$ cat src/verilog/tfqs_pkg.sv
`default_nettype none
package tfqs_pkg;
    // Cycle counts are in system clock cycles; the system clock equals the input clock.
    localparam int unsigned TFQS_CNT_W       = 24;           // Width of every cycle-count field.
    localparam int unsigned TFQS_RESET_CYC   = 720;          // Length of the reset stage of each quad.
    localparam int unsigned TFQS_QUADS       = 4;            // Quads per sub-frame.
    localparam int unsigned TFQS_SUBFRAMES   = 16;           // Default sub-frames per frame.
    localparam int unsigned TFQS_PHASE_W     = 8;            // Width of one quad phase offset.
    localparam int unsigned TFQS_QIDX_W      = 2;            // Width of the quad index.
    localparam int unsigned TFQS_SIDX_W      = 8;            // Width of the sub-frame index.
    localparam logic [TFQS_CNT_W-1:0] TFQS_ONE = 24'h000001; // Unit step of a count.
    localparam logic [TFQS_CNT_W-1:0] TFQS_ZERO = 24'h000000; // Empty count.

    // Stages of the sequencer.
    typedef enum logic [2:0] {
        TFQS_IDLE   = 3'b000,
        TFQS_RST    = 3'b001,
        TFQS_INTEG  = 3'b010,
        TFQS_READ   = 3'b011,
        TFQS_QDEAD  = 3'b100,
        TFQS_FDEAD  = 3'b101
    } tfqs_stage_e;
endpackage
`default_nettype wire

$ cat src/verilog/tfqs_frame_sequencer.sv
// Operation
// - Frame is sub-frames then frame dead time.
// - Each sub-frame runs quads in order.
// - Each quad applies its own phase offset.
// - Quad stages: reset, integration, readout, dead.
// - Reset stage drives sensor reset.
// - Integration enables modulation of pixels, illumination.
// - Readout transfers only region-of-interest data.
// - Dead time: sensor inactive, converter low power.
// - System clock rate equals input clock rate.
// - Reset stage lasts 720 system clocks.
// - Dead time spread across quads unless lumped.
`timescale 1ns/1ps
`default_nettype none
module tfqs_frame_sequencer
#(
    parameter int unsigned QUADS = tfqs_pkg::TFQS_QUADS // Quads per sub-frame.
)
(
    input  wire logic                                    CLOCK_I,         // System clock, the input clock itself.
    input  wire logic                                    RSTN_I,          // Asynchronous reset, active low.
    input  wire logic                                    ENABLE_I,        // Run the sequencer.
    input  wire logic                                    LUMPED_DEAD_I,   // Gather dead time at frame end.
    input  wire logic [tfqs_pkg::TFQS_SIDX_W-1:0]        SUBFRAMES_I,     // Sub-frames per frame.
    input  wire logic [tfqs_pkg::TFQS_CNT_W-1:0]         INTEG_CYC_I,     // Integration cycles per quad.
    input  wire logic [tfqs_pkg::TFQS_CNT_W-1:0]         READ_CYC_I,      // Readout cycles per quad.
    input  wire logic [tfqs_pkg::TFQS_CNT_W-1:0]         QDEAD_CYC_I,     // Dead cycles per quad.
    input  wire logic [QUADS*tfqs_pkg::TFQS_PHASE_W-1:0] PHASES_I,        // Phase offset per quad.
    output logic                                         SENSOR_RESET_O,  // Clears the pixel charge.
    output logic                                         MOD_EN_O,        // Modulates pixels and illumination.
    output logic [tfqs_pkg::TFQS_PHASE_W-1:0]            PHASE_O,         // Phase offset of current quad.
    output logic                                         READOUT_O,       // Move region-of-interest data out.
    output logic                                         SENSOR_ACTIVE_O, // Sensor powered for a stage.
    output logic                                         ADC_LOWPWR_O,    // Converter low-power mode.
    output logic [tfqs_pkg::TFQS_QIDX_W-1:0]             QUAD_O,          // Current quad index.
    output logic [tfqs_pkg::TFQS_SIDX_W-1:0]             SUBFRAME_O,      // Current sub-frame index.
    output logic                                         FRAME_START_O,   // Pulse at each frame start.
    output logic                                         FRAME_END_O      // Pulse at end of frame dead time.
);
    import tfqs_pkg::*;

    // The run and dead-time mode pins are synchronised before use, which adds two cycles of start latency.
    // The length, count and phase words are not synchronised: they are settings that must stay steady
    // from the moment enable is raised until the frame end pulse, or a stage may load a torn value.
    // The module runs straight on the 24 MHz input; no divider is used.

    // All sequencer state except the stage timer count in one record.
    typedef struct packed {
        tfqs_stage_e              stage;          // Current stage.
        logic [TFQS_QIDX_W-1:0]   quad;           // Quad within the sub-frame.
        logic [TFQS_SIDX_W-1:0]   sub;            // Sub-frame within the frame.
        logic [TFQS_PHASE_W-1:0]  phase;          // Phase presented to the modulation block.
        logic                     lumped;         // Dead-time mode latched per frame.
        logic                     fstart;         // Frame start pulse.
        logic                     fend;           // Frame end pulse.
        logic                     en_meta;        // Run pin, first synchroniser stage.
        logic                     en_sync;        // Run pin, second synchroniser stage.
        logic                     lump_meta;      // Dead-time mode pin, first synchroniser stage.
        logic                     lump_sync;      // Dead-time mode pin, second synchroniser stage.
    } tfqs_seq_s;

    tfqs_seq_s             st_ff;                 // Registered state.
    tfqs_seq_s             nxt_st;                // Next state.
    logic                  load;                  // Reload the stage timer.
    logic [TFQS_CNT_W-1:0] load_len;              // Length for the stage being entered.
    logic                  expire;                // Current stage is in its last cycle.
    logic [TFQS_CNT_W-1:0] fdead_len;             // Lumped frame dead time.
    logic [TFQS_CNT_W-1:0] reset_len;             // Reset stage length at counter width.

    assign reset_len = TFQS_CNT_W'(TFQS_RESET_CYC);

    // Lumped dead time is the per-quad dead time summed over the whole frame.
    // The product is cut to the counter width on purpose; a longer lumped gap wraps.
    assign fdead_len = TFQS_CNT_W'(QDEAD_CYC_I * QUADS * SUBFRAMES_I);

    // Picks the phase offset of one quad from the packed table.
    function automatic logic [TFQS_PHASE_W-1:0] quad_phase(input logic [TFQS_QIDX_W-1:0] q,
                                                         input logic [QUADS*TFQS_PHASE_W-1:0] tbl);
        quad_phase = tbl[q*TFQS_PHASE_W +: TFQS_PHASE_W];
    endfunction

    // Stage timer; every boundary below except leaving idle follows its expiry.
    tfqs_stage_timer u_timer (
        .CLOCK_I  (CLOCK_I),
        .RSTN_I   (RSTN_I),
        .load_i   (load),
        .len_i    (load_len),
        .expire_o (expire)
    );

    // Next-state logic walks stages, quads, sub-frames and frames.
    always_comb
    begin
        nxt_st        = st_ff;
        nxt_st.fstart = 1'b0;
        nxt_st.fend   = 1'b0;
        load          = 1'b0;
        // Two flip-flops on each asynchronous pin; only the second stage feeds the logic.
        nxt_st.en_meta   = ENABLE_I;
        nxt_st.en_sync   = st_ff.en_meta;
        nxt_st.lump_meta = LUMPED_DEAD_I;
        nxt_st.lump_sync = st_ff.lump_meta;
        load_len      = reset_len;
        case (st_ff.stage)
            TFQS_IDLE:
            begin
                // A new frame starts at quad 0 of sub-frame 0.
                if (st_ff.en_sync)
                begin
                    nxt_st.stage  = TFQS_RST;
                    nxt_st.quad   = '0;
                    nxt_st.sub    = '0;
                    nxt_st.lumped = st_ff.lump_sync;
                    nxt_st.phase  = quad_phase('0, PHASES_I);
                    nxt_st.fstart = 1'b1;
                    load          = 1'b1;
                    load_len      = reset_len;
                end
            end
            TFQS_RST:
            begin
                if (expire)
                begin
                    nxt_st.stage = TFQS_INTEG;
                    load         = 1'b1;
                    load_len     = INTEG_CYC_I;
                end
            end
            TFQS_INTEG:
            begin
                if (expire)
                begin
                    nxt_st.stage = TFQS_READ;
                    load         = 1'b1;
                    load_len     = READ_CYC_I;
                end
            end
            TFQS_READ:
            begin
                if (expire)
                begin
                    // Lumped mode cuts the per-quad gap to one cycle and pays it at frame end.
                    nxt_st.stage = TFQS_QDEAD;
                    load         = 1'b1;
                    load_len     = st_ff.lumped ? TFQS_ZERO : QDEAD_CYC_I;
                end
            end
            TFQS_QDEAD:
            begin
                if (expire)
                begin
                    load = 1'b1;
                    if (32'(st_ff.quad) != QUADS - 1)
                    begin
                        // Next quad of the same sub-frame.
                        nxt_st.quad  = st_ff.quad + 1'b1;
                        nxt_st.phase = quad_phase(st_ff.quad + 1'b1, PHASES_I);
                        nxt_st.stage = TFQS_RST;
                        load_len     = reset_len;
                    end
                    else if (st_ff.sub + 1'b1 < SUBFRAMES_I)
                    begin
                        // Next sub-frame restarts at quad 0.
                        nxt_st.quad  = '0;
                        nxt_st.sub   = st_ff.sub + 1'b1;
                        nxt_st.phase = quad_phase('0, PHASES_I);
                        nxt_st.stage = TFQS_RST;
                        load_len     = reset_len;
                    end
                    else
                    begin
                        // Last sub-frame done: frame dead time closes the frame.
                        nxt_st.stage = TFQS_FDEAD;
                        load_len     = st_ff.lumped ? fdead_len : TFQS_ZERO;
                    end
                end
            end
            TFQS_FDEAD:
            begin
                if (expire)
                begin
                    // Stopping is only honoured between frames, so a frame is never cut short.
                    nxt_st.fend  = 1'b1;
                    nxt_st.stage = TFQS_IDLE;
                end
            end
            default:
            begin
                nxt_st.stage = TFQS_IDLE;
            end
        endcase
    end

    // State register.
    always_ff @(posedge CLOCK_I or negedge RSTN_I)
    begin
        if (!RSTN_I)
        begin
            st_ff <= '{stage: TFQS_IDLE, default: '0};
        end
        else
        begin
            st_ff <= nxt_st;
        end
    end

    // Stage decodes drive the analog and datapath controls.
    // They come from the state register alone, so they move only just after a clock edge.
    assign SENSOR_RESET_O  = (st_ff.stage == TFQS_RST);
    assign MOD_EN_O        = (st_ff.stage == TFQS_INTEG);
    assign READOUT_O       = (st_ff.stage == TFQS_READ);
    assign SENSOR_ACTIVE_O = SENSOR_RESET_O | MOD_EN_O | READOUT_O;
    assign ADC_LOWPWR_O    = !READOUT_O;
    assign PHASE_O         = st_ff.phase;
    assign QUAD_O          = st_ff.quad;
    assign SUBFRAME_O      = st_ff.sub;
    assign FRAME_START_O   = st_ff.fstart;
    assign FRAME_END_O     = st_ff.fend;
endmodule
`default_nettype wire

$ cat src/verilog/tfqs_stage_timer.sv
`timescale 1ns/1ps
`default_nettype none
// Down-counter that marks the last cycle of a stage.
module tfqs_stage_timer
(
    input  wire logic                            CLOCK_I,   // System clock.
    input  wire logic                            RSTN_I,    // Asynchronous reset, active low.
    input  wire logic                            load_i,    // Load a new stage length.
    input  wire logic [tfqs_pkg::TFQS_CNT_W-1:0] len_i,     // Stage length in cycles.
    output logic                                 expire_o   // High in the stage's last cycle.
);
    import tfqs_pkg::*;

    typedef struct packed {
        logic [TFQS_CNT_W-1:0] cnt;               // Cycles remaining, minus one.
    } tfqs_tmr_s;

    tfqs_tmr_s st_ff;                             // Registered state.
    tfqs_tmr_s nxt_st;                            // Next state.

    // A zero length is treated as one cycle so no stage can stall the chain.
    always_comb
    begin
        nxt_st = st_ff;
        if (load_i)
        begin
            nxt_st.cnt = (len_i == TFQS_ZERO) ? TFQS_ZERO : len_i - TFQS_ONE;
        end
        else if (st_ff.cnt != TFQS_ZERO)
        begin
            nxt_st.cnt = st_ff.cnt - TFQS_ONE;
        end
    end

    // State register.
    always_ff @(posedge CLOCK_I or negedge RSTN_I)
    begin
        if (!RSTN_I)
        begin
            st_ff <= '0;
        end
        else
        begin
            st_ff <= nxt_st;
        end
    end

    // Expiry looks at the register only; the parent decides its reload from it, so a load term here would loop.
    assign expire_o = (st_ff.cnt == TFQS_ZERO);
endmodule
`default_nettype wire

$ cat config.mk
export PLATFORM = sky130hd
export DESIGN_NAME = tfqs_frame_sequencer
export DESIGN_NICKNAME = d
export VERILOG_FILES = /design/src/verilog/tfqs_pkg.sv /design/src/verilog/tfqs_frame_sequencer.sv /design/src/verilog/tfqs_stage_timer.sv
export SDC_FILE = /design/constraint.sdc
export NUM_CORES = 1
export LEC_CHECK = 0
export BUFFER_PORTS_ARGS = -buffer_cell sky130_fd_sc_hd__buf_2
export CORE_MARGIN = 1
export CORE_UTILIZATION = 40
export DETAILED_ROUTE_END_ITERATION = 8
export SETUP_SLACK_MARGIN = 0.15
export SYNTH_ARGS = -nofsm -noshare
export SYNTH_HDL_FRONTEND = slang
export SYNTH_HIERARCHICAL = 1
export SYNTH_SLANG_ARGS = --single-unit
$ cat constraint.sdc
create_clock -name CLOCK_I -period 12.8 [get_ports CLOCK_I]
set_input_delay 0.64 -clock CLOCK_I [delete_from_list [all_inputs] [get_ports CLOCK_I]]
set_output_delay 0.64 -clock CLOCK_I [all_outputs]
set_load 0.02 [all_outputs]
==> results.cfg <==
[cts]
htree_num_levels = 2
root_buffer = clkbuf_16
ctsHoldBuffers = 0
cts.repair.resized = 0
clock_sinks = 52
cts.path.max_buffers = 2
worstSkewPairLatency_ps = 300
clkTransAtPathRegs_ps = 70
cts_made_buffers = 5
cts_tree = done
cts_setup_buffers = 0

[timing]
skew_ps = 4.48
fin_tns_setup_ps = 0
tightest_slew_ps = 926
fmax_mhz = 138
finalCritPeriodShare_pct = 56.4
relSlewSlack_pct = 37.7
fin_crit_ps = 7220
grt_setup_unrepaired = false
setup_viol = 0
hold_violations = 0
report.final.slew_viol_count = 0

[global_routing]
gr-usage-all-layers_pct = 24.1
grt_pass1_vias = 7571
grt-ovfl-total = 0
grt_pass1_wl_um = 40700
grt_max_degree = 53
antenna_found_initial = 3

[finish]
drive_above_1_share_pct = 15.0
fin_nets = 1362
postLayoutCellArea_um2 = 9410
area_growth_pct = 11.3

[critical_path]
crit_path_start_kind = input pin
cp_data_arrival_time_ps = 7410
cp.required_ps = 12990
end_kind = register
slowest_stage = nor4b_1
path_max_fanout = 19
path_cells = buf_2 -> and2_1 -> fa_1 -> fa_1 -> fa_1 -> inv_1 -> fa_1 -> inv_1 -> ha_1 -> a211oi_1 -> nor2_1 -> nor4b_1 -> o21ai_0 -> a21oi_1 -> xor2_1 -> o22ai_1 -> or4_4 -> or4_1 -> or3_1 -> nand2_8 -> o22ai_1 -> a31o_1
crit_top_cell = fa_1
critPathBufInv = 3
worstSetupPathType = in -> reg
cp_top_family = simple AND/OR/NAND/NOR gates
slowest_delay_ps = 570

[logic_synthesis]
synth-async-reset-ratio_pct = 100
yosysWarnings = 6
synth_cell_types = 62
synth-seq-cells = 52
avgSynthCellArea_um2 = 8.33
synth_nets = 1270
synthFlopType = dfrtp_1
synth_edf_count = 0
seq_area_frac_synth_pct = 15.4
netlist_instances = 1015
syn-cell-area_um2 = 8450

[power_and_ir_drop]
seqPwrFrac_pct = 18.2
power_frac_comb_pct = 68.8
clkPwrFrac_pct = 13.0
p_leak_uw = 0.00439
switching_share_pct = 46.5
p_int_uw = 642
p_switching_uw = 557
power.density_nw_per_um2 = 127
peakVddDrop_mv = 0.0774

[route]
drt-pass1-iter-count = 6
wl_um = 25100
wl_per_cell_um = 18.2
num_vias = 7441
postRouteAntennaNets = 0
route.detailed.drc = 0
via_per_inst = 5.39
drt_iter0_drc = 590

[floorplanning]
start_util_pct = 41.2
fp.coreArea_um2 = 20500
die-area_um2 = 21700
pin_count = 141
die_h_um = 147
chipWidth_um = 147
num_rows = 52

[worst_hold_path]
min_path_type = reg -> reg

[placed_design]
dp_hpwl_um = 20100
dpl_cell_area_um2 = 9240
gp_congestion = 0.874
io_buffers = 140

[outcome]
status = finished, final reports clean

[flow_run]
cap_violations = 0
==> registers in the layout, summed over array words and instances, names as in the netlist <==
name,count
st_ff,6
QUAD_O,2
PHASE_O,8
FRAME_END_O,1
SUBFRAME_O,8
u_timer/st_ff,24
FRAME_START_O,1
nxt_st,2
==> power groups by stage <==
| stage | sequential [uW] | clock [uW] | combinational, uW |
|---|---|---|---|
| 5_1_grt | 222 | 166 | 946 |
| 3_3_place_gp | 220 | 0 | 814 |
| 4_1_cts | 217 | 160 | 824 |
| 2_1_floorplan | 214 | 0 | 635 |
| 3_5_place_dp | 220 | 0 | 820 |
| 6_report | 218 | 156 | 825 |
==> cell usage after synthesis, drive strengths merged (23+ instances only) <==
cell	number	share of area, %
nor2	54	2.4
a21oi	40	2.4
xor2	26	2.7
dfrtp	52	15
ha	43	6.4
fa	96	23
nand2	93	4.3
nand3	23	1.4
o22ai	31	2.3
buf	27	2.2
inv	132	5.9
and2	112	8.3
clkbuf	36	1.6
nor3	23	1.4
o21ai	42	2.5
xnor2	49	5.1
==> per-stage QoR <==
step	power [uW]	cells	utilization [%]	setup WS [ps]	hold WS, ps
final	1200	1381	45.9	5580	349
after detailed placement	1040	1370	45.1	5300	337
after floorplan	849	1015	-	5890	331
after global routing	1330	1381	45.9	5130	363
after CTS	1200	1378	45.9	5610	350
after global placement	1030	1370	45.1	5480	332
==> cell usage in the layout, fill, tap and decap left out, types with 14 or more instances in the layout <==
master / instances
nor2_1: 52
o22ai_1: 31
xnor2_1: 49
inv_1: 132
xor2_1: 26
nor3_1: 22
dfrtp_1: 52
and2_1: 112
nor4_1: 14
o21ai_0: 40
ha_1: 43
a21oi_1: 40
nand3_1: 23
fa_1: 96
nand2_1: 92
a222oi_1: 21
buf_2: 140
==> layer usage <==
| layer | GRT usage [%] | share of wire, % | up-vias | wire [um] |
|---|---|---|---|---|
| met4 | 6.24 | 2.4 | 0 | 608 |
| met1 | 33.5 | 45 | 3637 | 11300 |
| li1 | - | - | 3556 | - |
| met5 | 0 | 0 | - | 0 |
| met2 | 39.3 | 47 | 216 | 11800 |
| met3 | 3.70 | 5.6 | 32 | 1420 |
==> worst register-to-register path, delay by kind of cell, from the launching register on <==
family          cells  cell delay, ps
compound gates      6            1720
fa+ha+maj           1             200
simple gates        8            2390
flops               1             450
xor+xnor            1             200
==> cell families after synthesis <==
group	count (synthesis)	share of synthesized area, %
adder cells (fa/ha/maj)	139	29.1
flip-flops	52	15.4
AO/OA/AOI/OAI	180	14.4
multiplexers	9	1.08
buffers and inverters	196	9.75
AND/OR/NAND/NOR	364	22.5
XOR/XNOR	75	7.77
==> final timing paths <==
kind,start,to,slack [ps],depth (start not counted)
hold / removal,nxt_st[0],st_ff[0],350,0
setup / recovery,SUBFRAMES_I[5],u_timer/st_ff[15],5580,22
min in group asynchronous,RSTN_I,u_timer/st_ff[9],450,2
hold reg to reg,nxt_st[0],st_ff[0],350,0
max in group asynchronous,RSTN_I,QUAD_O[0],11890,2
setup reg to reg,SUBFRAME_O[0],u_timer/st_ff[15],7740,16
==> layout make-up <==
| class | instances | area, um2 |
|---|---|---|
| Fill cell | 2114 | 11100 |
| Inverter | 133 | 499 |
| Antenna cell | 3 | 7.51 |
| Tap cell | 270 | 338 |
| Clock inverter | 2 | 38.8 |
| Multi-Input combinational cell | 767 | 6340 |
| Sequential cell | 52 | 1300 |
| Timing Repair Buffer | 148 | 761 |
| Clock buffer | 6 | 129 |
Power figures use the tool's default switching activity.
